==> config.mk <==
export PLATFORM = sky130hd
export DESIGN_NAME = tsc_top
export DESIGN_NICKNAME = d
export VERILOG_FILES = /design/src/hdl/tsc_semaphore.v /design/src/hdl/tsc_top.v /design/src/hdl/tsc_wb_slave.v
export VERILOG_INCLUDE_DIRS = /design/src /design/src/hdl
export SDC_FILE = /design/constraint.sdc
export NUM_CORES = 1
export LEC_CHECK = 0
export ABC_AREA = 1
export BUFFER_PORTS_ARGS = -buffer_cell sky130_fd_sc_hd__buf_2
export CELL_PAD_IN_SITES_DETAIL_PLACEMENT = 0
export CELL_PAD_IN_SITES_GLOBAL_PLACEMENT = 1
export CORE_ASPECT_RATIO = 1.4
export CORE_MARGIN = 2
export CORE_UTILIZATION = 24
export CTS_CLUSTER_DIAMETER = 60
export DETAILED_ROUTE_END_ITERATION = 7
export PLACE_DENSITY = 0.77
export SLEW_MARGIN = 20
export SYNTH_ARGS = -nofsm -noshare
export SYNTH_HDL_FRONTEND = slang
export SYNTH_SLANG_ARGS = --single-unit
==> constraint.sdc <==
create_clock -name clk_i -period 1.26 [get_ports clk_i]
set_clock_uncertainty 0.2 [all_clocks]
set_input_delay 0.063 -clock clk_i [delete_from_list [all_inputs] [get_ports clk_i]]
set_output_delay 0.063 -clock clk_i [all_outputs]
set_load 0.03 [all_outputs]
==> src/hdl/tsc_defines.vh <==
// constants for the thermal sensor control register block
// assumes a 32-bit classic wishbone slave port and a 20 MHz core clock
`ifndef TSC_DEFINES_VH
`define TSC_DEFINES_VH

// byte addresses on the register bus
`define TSC_ADR_W 8
`define TSC_OFS_CONTROL 8'h60
`define TSC_OFS_LOCK 8'h64
`define TSC_OFS_STATUS 8'h68

// control register fields
`define TSC_CTL_POWER 7
`define TSC_CTL_HYST_HI 5
`define TSC_CTL_HYST_LO 4
`define TSC_CTL_OSEL 1
`define TSC_CTL_SEM 0
`define TSC_CTL_RESET 8'h00
`define TSC_CTL_WMASK 8'hb2

// lock register fields
`define TSC_LOCK_BIT 7
`define TSC_LOCK_RESET 8'h00

// status register fields
`define TSC_ST_READY 0
`define TSC_ST_CAT 1
`define TSC_ST_HOT 2
`define TSC_ST_OUT 3

// power-up settle time
`define TSC_CLK_HZ 20000000
`define TSC_SETTLE_NS 5000
`define TSC_SETTLE_CYC ((`TSC_SETTLE_NS * (`TSC_CLK_HZ / 1000000) + 999) / 1000)
`define TSC_SETTLE_W 8

`endif

==> src/hdl/tsc_semaphore.v <==
// software ownership semaphore bit that sets itself on read
// assumes one-cycle read and write pulses from the bus front end
`timescale 1ns/1ns
`default_nettype none
`include "tsc_defines.vh"

module tsc_semaphore
(
  // clock and reset
  input wire clk_i,
  input wire rst_i,
  // access strobes for the control register
  input wire rd_i,
  input wire wr_i,
  input wire wr_bit_i,
  // current value seen by a read
  output reg in_use_o
);

  ////////////////////////////////////////////////////////////////////////////
  // set after read
  // a read returns the old value and leaves the bit set behind it
  // write one clears
  // a write of 1 clears it, a write of 0 is ignored
  always @(posedge clk_i)
  begin
    if (rst_i)
      in_use_o <= 1'b0;
    else if (wr_i & wr_bit_i)
      in_use_o <= 1'b0;
    else if (rd_i)
      in_use_o <= 1'b1;
  end

endmodule
`default_nettype wire

==> src/hdl/tsc_top.v <==
// thermal sensor control register with lock and status, on classic wishbone
// assumes comparator inputs synchronous to clk_i; 32-bit bus, byte lane 0 used
//
// Decided for this implementation: the Wishbone interface to the registers.
`timescale 1ns/1ns
`default_nettype none
`include "tsc_defines.vh"

module tsc_top
(
  // clock and reset
  input wire clk_i,
  input wire rst_i,
  // wishbone slave
  input wire cyc_i,
  input wire stb_i,
  input wire we_i,
  input wire [`TSC_ADR_W-1:0] adr_i,
  input wire [3:0] sel_i,
  input wire [31:0] dat_i,
  output wire [31:0] dat_o,
  output wire ack_o,
  // comparator results from the analog sensor
  input wire cat_cmp_i,
  input wire hot_cmp_i,
  // controls to the sensor
  output reg sensor_power_enable_o,
  output reg [1:0] trip_hysteresis_amount_o,
  output reg hysteresis_enable_o,
  output reg sensor_out_o,
  output reg catastrophic_lock_o,
  output reg sensor_ready_o
);

  ////////////////////////////////////////////////////////////////////////////
  // address decode, shared by read and write paths
  function adr_hit;
    input [`TSC_ADR_W-1:0] adr;
    input [`TSC_ADR_W-1:0] ofs;
    begin
      adr_hit = (adr[`TSC_ADR_W-1:2] == ofs[`TSC_ADR_W-1:2]);
    end
  endfunction

  wire wr_pulse;
  wire rd_pulse;
  wire lane0;
  wire hit_ctl;
  wire hit_lock;
  wire hit_st;
  wire ctl_wr;
  wire ctl_rd;
  wire lock_wr;
  wire sem_bit;
  reg comparator_output_select;
  reg [31:0] rdata;
  reg [`TSC_SETTLE_W-1:0] settle_cnt;
  reg [7:0] next_rbyte;

  // reset images kept at byte width so single fields can be picked without truncation
  localparam [7:0] CTL_RST = `TSC_CTL_RESET;
  localparam [7:0] LOCK_RST = `TSC_LOCK_RESET;

  assign hit_ctl = adr_hit(adr_i, `TSC_OFS_CONTROL);
  assign hit_lock = adr_hit(adr_i, `TSC_OFS_LOCK);
  assign hit_st = adr_hit(adr_i, `TSC_OFS_STATUS);
  assign ctl_wr = wr_pulse & lane0 & hit_ctl;
  assign ctl_rd = rd_pulse & hit_ctl;
  assign lock_wr = wr_pulse & lane0 & hit_lock;
  assign dat_o = rdata;

  ////////////////////////////////////////////////////////////////////////////
  // bus front end
  tsc_wb_slave u_bus
  (
    .clk_i(clk_i),
    .rst_i(rst_i),
    .cyc_i(cyc_i),
    .stb_i(stb_i),
    .we_i(we_i),
    .sel_i(sel_i),
    .ack_o(ack_o),
    .wr_pulse_o(wr_pulse),
    .rd_pulse_o(rd_pulse),
    .lane0_o(lane0)
  );

  // semaphore instance
  // a read of any byte of the control word counts as a read of the bit
  tsc_semaphore u_sem
  (
    .clk_i(clk_i),
    .rst_i(rst_i),
    .rd_i(ctl_rd),
    .wr_i(ctl_wr),
    .wr_bit_i(dat_i[`TSC_CTL_SEM]),
    .in_use_o(sem_bit)
  );

  ////////////////////////////////////////////////////////////////////////////
  // catastrophic lock
  // sticky once written to 1; only reset reopens the power and output select fields, so a
  // runaway driver cannot unlock the shutdown settings
  always @(posedge clk_i)
  begin
    if (rst_i)
      catastrophic_lock_o <= LOCK_RST[`TSC_LOCK_BIT];
    else if (lock_wr & dat_i[`TSC_LOCK_BIT])
      catastrophic_lock_o <= 1'b1;
  end

  ////////////////////////////////////////////////////////////////////////////
  // control register fields
  always @(posedge clk_i)
  begin
    if (rst_i)
    begin
      sensor_power_enable_o <= CTL_RST[`TSC_CTL_POWER];
      comparator_output_select <= CTL_RST[`TSC_CTL_OSEL];
      trip_hysteresis_amount_o <= CTL_RST[`TSC_CTL_HYST_HI:`TSC_CTL_HYST_LO];
    end
    else if (ctl_wr)
    begin
      trip_hysteresis_amount_o <= dat_i[`TSC_CTL_HYST_HI:`TSC_CTL_HYST_LO];
      if (!catastrophic_lock_o)
      begin
        sensor_power_enable_o <= dat_i[`TSC_CTL_POWER];
        comparator_output_select <= dat_i[`TSC_CTL_OSEL];
      end
    end
  end

  // hysteresis enable decode
  // any non-zero code turns hysteresis on at 1, 2 or 3 degrees
  always @(posedge clk_i)
  begin
    if (rst_i)
      hysteresis_enable_o <= 1'b0;
    else
      hysteresis_enable_o <= |trip_hysteresis_amount_o;
  end

  ////////////////////////////////////////////////////////////////////////////
  // output select mux
  // registered so the output cannot glitch while the select changes
  always @(posedge clk_i)
  begin
    if (rst_i)
      sensor_out_o <= 1'b0;
    else if (comparator_output_select)
      sensor_out_o <= hot_cmp_i;
    else
      sensor_out_o <= cat_cmp_i;
  end

  ////////////////////////////////////////////////////////////////////////////
  // settle time flag
  // software may poll this before arming throttling; the hardware itself
  // does not block throttle enables, that stays software's duty
  always @(posedge clk_i)
  begin
    if (rst_i)
    begin
      settle_cnt <= {`TSC_SETTLE_W{1'b0}};
      sensor_ready_o <= 1'b0;
    end
    else if (!sensor_power_enable_o)
    begin
      settle_cnt <= {`TSC_SETTLE_W{1'b0}};
      sensor_ready_o <= 1'b0;
    end
    else if (settle_cnt == `TSC_SETTLE_CYC - 1)
      sensor_ready_o <= 1'b1;
    else
      settle_cnt <= settle_cnt + {{(`TSC_SETTLE_W-1){1'b0}}, 1'b1};
  end

  ////////////////////////////////////////////////////////////////////////////
  // read data select; unmapped addresses read as zero
  always @*
  begin
    next_rbyte = 8'h00;
    if (hit_ctl)
    begin
      next_rbyte[`TSC_CTL_POWER] = sensor_power_enable_o;
      next_rbyte[`TSC_CTL_HYST_HI:`TSC_CTL_HYST_LO] = trip_hysteresis_amount_o;
      next_rbyte[`TSC_CTL_OSEL] = comparator_output_select;
      next_rbyte[`TSC_CTL_SEM] = sem_bit;
    end
    else if (hit_lock)
      next_rbyte[`TSC_LOCK_BIT] = catastrophic_lock_o;
    else if (hit_st)
    begin
      next_rbyte[`TSC_ST_READY] = sensor_ready_o;
      next_rbyte[`TSC_ST_CAT] = cat_cmp_i;
      next_rbyte[`TSC_ST_HOT] = hot_cmp_i;
      next_rbyte[`TSC_ST_OUT] = sensor_out_o;
    end
  end

  // read data captured at the take edge, shown with ack
  always @(posedge clk_i)
  begin
    if (rst_i)
      rdata <= 32'h00000000;
    else if (rd_pulse)
      rdata <= {24'h000000, next_rbyte};
  end

endmodule
`default_nettype wire

==> src/hdl/tsc_wb_slave.v <==
// classic wishbone slave front end for the thermal sensor control block
// assumes a single-master classic cycle, one answer per request
`timescale 1ns/1ns
`default_nettype none
`include "tsc_defines.vh"

module tsc_wb_slave
(
  // clock and reset
  input wire clk_i,
  input wire rst_i,
  // wishbone side
  input wire cyc_i,
  input wire stb_i,
  input wire we_i,
  input wire [3:0] sel_i,
  output reg ack_o,
  // register side strobes
  output wire wr_pulse_o,
  output wire rd_pulse_o,
  output wire lane0_o
);

  ////////////////////////////////////////////////////////////////////////////
  // a request is taken in the first cycle it is seen; ack follows one edge
  // later, so the held request cannot be taken twice
  wire take;
  assign take = cyc_i & stb_i & ~ack_o;
  assign wr_pulse_o = take & we_i;
  assign rd_pulse_o = take & ~we_i;
  assign lane0_o = sel_i[0];

  // ack for one cycle per request
  always @(posedge clk_i)
  begin
    if (rst_i)
      ack_o <= 1'b0;
    else
      ack_o <= take;
  end

endmodule
`default_nettype wire

Word-level counts from Yosys, hierarchy flattened. Cells that the tools add are included.

Input bits: 51. Word-level logic and storage cells: 42. Flip-flop bits (word level): 25.

Bitwise logic cells: 14. $add $sub $neg: 1. Reductions and logical operators: 4. Multiplexer cells: 8. Eq/ne operators: 4.

Operator list (count): 6-bit by 5-bit == test with 1-bit output (second input constant) (3); 1-bit AND (10); 8-bit by 1-bit adder with 8-bit output (second input constant) (1); 8-bit by 7-bit == test with 1-bit output (second input constant) (1); 4-bit two-way mux (2); 2-bit two-way mux (3); 2-bit OR reduction (3); 1-bit NOT (4); 1-bit two-way mux (3); 2-bit AND reduction (1).

Logic depth before layout (Yosys ltp).
Depth after elaboration: 7. Mapped depth: 9.

By module. Synthesis repeated with hierarchy kept, for this count alone.

Cell total of the unflattened synthesis: 188. Area, all modules: 1340.0 µm².

By module, submodules not included: tsc_top (area each 1244.9 µm², instances 1, seq. area each 460.4 µm², cells each 174); tsc_wb_slave (area each 56.3 µm², instances 1, seq. area each 20.0 µm², cells each 8); tsc_semaphore (area each 38.8 µm², instances 1, seq. area each 20.0 µm², cells each 6).

Worst setup path after synthesis. No wires, ideal clock.

Path kind: reg2reg. From: register settle_cnt[0]. To: register settle_cnt[6]. Setup time: 70 ps. Setup slack: -137 ps. Clock period less this slack: 1397 ps. Arrival time: 1127 ps. Path buffers: 0. Stages on the path, launching flop included: 7. Cell sequence: dfxtp_1 -> ha_1 -> nand2_1 -> nor2_2 -> nand3_1 -> or2_0 -> a21oi_1.

Word-level cells in the longest chain between the ends: 1.

RTL lines: start, declared (line tsc_top.v:57) `` reg [`TSC_SETTLE_W-1:0] settle_cnt; ``; start signal, assigned (line tsc_top.v:164) `` settle_cnt <= {`TSC_SETTLE_W{1'b0}}; ``; start signal, assigned (line tsc_top.v:169) `` settle_cnt <= {`TSC_SETTLE_W{1'b0}}; ``; start signal, assigned (line tsc_top.v:175) `` settle_cnt <= settle_cnt + {{(`TSC_SETTLE_W-1){1'b0}}, 1'b1}; ``; 8-bit by 1-bit adder with 8-bit output or 8-bit by 7-bit == test with 1-bit output (tied branches) (line tsc_top.v:175, tsc_top.v:172).

Parallel ways exist; a longest one is shown, timed or not. A chain may end at the register's enable or synchronous reset.

Worst setup path in the final report.
From: register settle_cnt[0]. To: register settle_cnt[4].

The elaborated chain is that of the path after synthesis.

==> impl_metrics.tcl <==
set metrics [dict create \
    grt_overflow_total 0 \
    dr.pass1.iters 4 \
    violations "hold timing, setup timing" \
    drv_cap 0 \
    grt_pass1_vias 1087 \
    synth_cell_types 21 \
    grt_max_degree 15 \
    maxSlewViolCount 0 \
    crit_path_end_kind "flop" \
    ir_worst_vdd_uv 402 \
    grt_usage_pct 9.52 \
    timing.rr.end "settle_cnt[4]$_SDFFE_PP0P_" \
    dpl_cell_area_um2 1560 \
    synth_mux_area_share_pct 0 \
    ys_ff_latch 25 \
    grt_antenna_before_repair 0 \
    power-per-cell-area_nw_per_um2 811 \
    hold_viol_final 7 \
    synthSimpleGateAreaFrac_pct 34.3 \
    synth_compound_area_share_pct 6.17 \
    ant_nets 0 \
    std_cell_rows 31 \
    portBuffers 33 \
    fin_nets 297 \
    holdWs_ns -0.0236 \
    min_from "rst_i" \
    die_w_um 66.2 \
    crit_path_cell_trace "ha_4 -> nand2_4 -> nor2_4 -> buf_4 -> buf_6 -> xnor2_2 -> nor2_1" \
    worstHoldPathType "primary input to flop" \
    drive_gt1_share_pct 37.7 \
    grt_pass1_wl_mm 4.44 \
    syn_to_final_growth_pct 45.2 \
    cp_data_arrival_time_ns 1.31 \
    hpwl_mm 2.13 \
    finalPower_mw 1.53 \
    die_area_um2 6020 \
    synth_fa_ha_area_share_pct 0.963 \
    cts_root_buf "clkbuf_8" \
    synth_xor_area_share_pct 0.674 \
    clk_pin_slew_ns 0.09 \
    r2r_cells 7 \
    routed_wl_mm 3.07 \
    cts_made_buffers 3 \
    reg2reg_from "settle_cnt[0]$_SDFFE_PP0P_" \
    synth_top_family_by_area "simple AND/OR/NAND/NOR gates" \
    finalWeightedCongestion 0.799 \
    cts_tree "done" \
    antennaDiodeCount 0 \
    crit_path_start_kind "flop" \
    placedCellCount 288 \
    fin_crit_sh_pct 108 \
    nFillCells 566 \
    setup_viol 17 \
    drc 0 \
    final_common_cell "buf_2" \
    h-tree-depth 1 \
    ios 91 \
    cpPeakStageDelay_ns 0.35 \
    ys_seq_area_share_pct 38.5 \
    status "finished with violations" \
    slowest_stage "dfxtp_2" \
    syn-cell-area_um2 1300 \
    cts_sinks 25 \
    post-route-util_pct 36.3 \
    clk_latency_ns 0.27 \
    rsz0062_at_grt "true" \
    min_to "sensor_power_enable_o$_SDFFE_PP0P_" \
    place_ws_ns -0.0939 \
    crit_path_start "settle_cnt[0]$_SDFFE_PP0P_" \
    setup_ws_ns -0.0971 \
    routed_via_density 4.03 \
    layout_common_cells "buf_2, nor2_1, nand2_1" \
    drtIter0Drc 31 \
    clockBufferDepth 2 \
    hold_depth 4 \
    fin_area_um2 1890 \
    multiInputGateArea_um2 762 \
    wl_per_cell_um 9.90 \
    min_period_ns 1.36 \
    max_freq_mhz 737 \
    r2r_slack_ns -0.1 \
    ys_warn_count 0 \
    register_area_um2 509 \
    worstPathMaxFanout 3 \
    die-height_um 91.0 \
    critPathKind "flop to flop" \
    layout.cells.non_filler 310 \
    vias 1250 \
    required_ns 1.22 \
    syn_inst 179 \
    initial_core_util_pct 25.0 \
    fp.coreArea_um2 5200 \
    leakage_nw 0.849 \
    syn_area_per_cell_um2 7.26 \
]
-- power breakdown --
group / switching, mW / internal [mW]
sequential: 0.00235 / 0.793
combinational: 0.178 / 0.0771
clock: 0.259 / 0.221
total: 0.439 / 1.09
-- layer usage --
| layer | part of all wire (%) | vias to the layer above | GRT usage, % |
|---|---|---|---|
| li1 | - | 641 | - |
| met1 | 35 | 556 | 8.90 |
| met2 | 56 | 47 | 18.2 |
| met3 | 5.9 | 6 | 1.73 |
| met4 | 2.6 | 0 | 5.61 |
| met5 | 0 | - | 0 |
-- logic make-up (layout without fill, tap and decap cells) --
family | count (synthesis) | count (layout)
buffers and inverters | 41 | 81
XOR/XNOR | 1 | 1
other | 1 | 25
AO/OA/AOI/OAI | 16 | 16
adder cells (fa/ha/maj) | 1 | 1
flip-flops | 25 | 25
AND/OR/NAND/NOR | 94 | 95
-- layout make-up --
type	instances	share of cell area, %
multi-input combinational	138	40.4
sequential	25	27.0
timing repair buffer	62	22.6
tap	66	4.38
inverter	15	3.12
clock buffer	3	2.19
clock inverter	1	0.265
-- Yosys cell counts, drive strengths merged --
cell type	instances	area, um^2
nand2	36	135
nor2	36	160
buf	25	188
dfxtp	25	500
inv	15	56.3
nand3	14	80.1
a21oi	12	60.1
o21ai	4	20.0
nand4	2	12.5
nor3b	2	15.0
or2	2	12.5
clkbuf	1	3.75
conb	1	3.75
ha	1	12.5
nand3b	1	20.0
nor3	1	10.0
xnor2	1	8.76
-- critical path: cells and delay by family (launching register included) --
| family | cells | cell delay, ns |
|---|---|---|
| adder cells (fa/ha/maj) | 1 | 0.16 |
| XOR/XNOR | 1 | 0.12 |
| flip-flops | 1 | 0.35 |
| AND/OR/NAND/NOR | 3 | 0.17 |
| buffers and inverters | 2 | 0.24 |
-- how the worst max path moves through the flow --
stage / to / slack [ns] / cells after the start
after CTS: settle_cnt[6]$_SDFFE_PP0P_ / -0.07 / 6
after global routing: settle_cnt[1]$_SDFFE_PP0P_ / -0.17 / 5
after detailed placement: settle_cnt[6]$_SDFFE_PP0P_ / -0.09 / 6
after global placement: dat_o[2]$_SDFFE_PP0P_ / -0.07 / 5
after floorplan: settle_cnt[6]$_SDFFE_PP0P_ / -0.07 / 6
final: settle_cnt[4]$_SDFFE_PP0P_ / -0.1 / 7
-- metrics by stage --
| step | hold slack, ns | TNS (ns) |
|---|---|---|
| after floorplan | -0.00221 | -0.162 |
| after global placement | 0.112 | -0.720 |
| after detailed placement | 0.115 | -0.853 |
| after CTS | -0.130 | -0.231 |
| after global routing | -0.000342 | -2.11 |
| final | -0.0236 | -0.658 |
-- state kept, by name, indices dropped and copies added, names as in the netlist --
| name | cells |
|---|---|
| settle_cnt | 8 |
| dat_o | 7 |
| trip_hysteresis_amount_o | 2 |
| catastrophic_lock_o | 1 |
| comparator_output_select | 1 |
| hysteresis_enable_o | 1 |
| sensor_out_o | 1 |
| sensor_power_enable_o | 1 |
| sensor_ready_o | 1 |
| u_bus.ack_o | 1 |
| u_sem.in_use_o | 1 |
-- what timing repair did --
item	CTS	global route
pin swaps	2	10
setup endpoints to repair	17	22
setup buffers	2	4
endpoints found under the hold margin	15	7
resized for setup	9	20
hold buffers	7	4
gates cloned	1	0
Power figures use the tool's default switching activity.
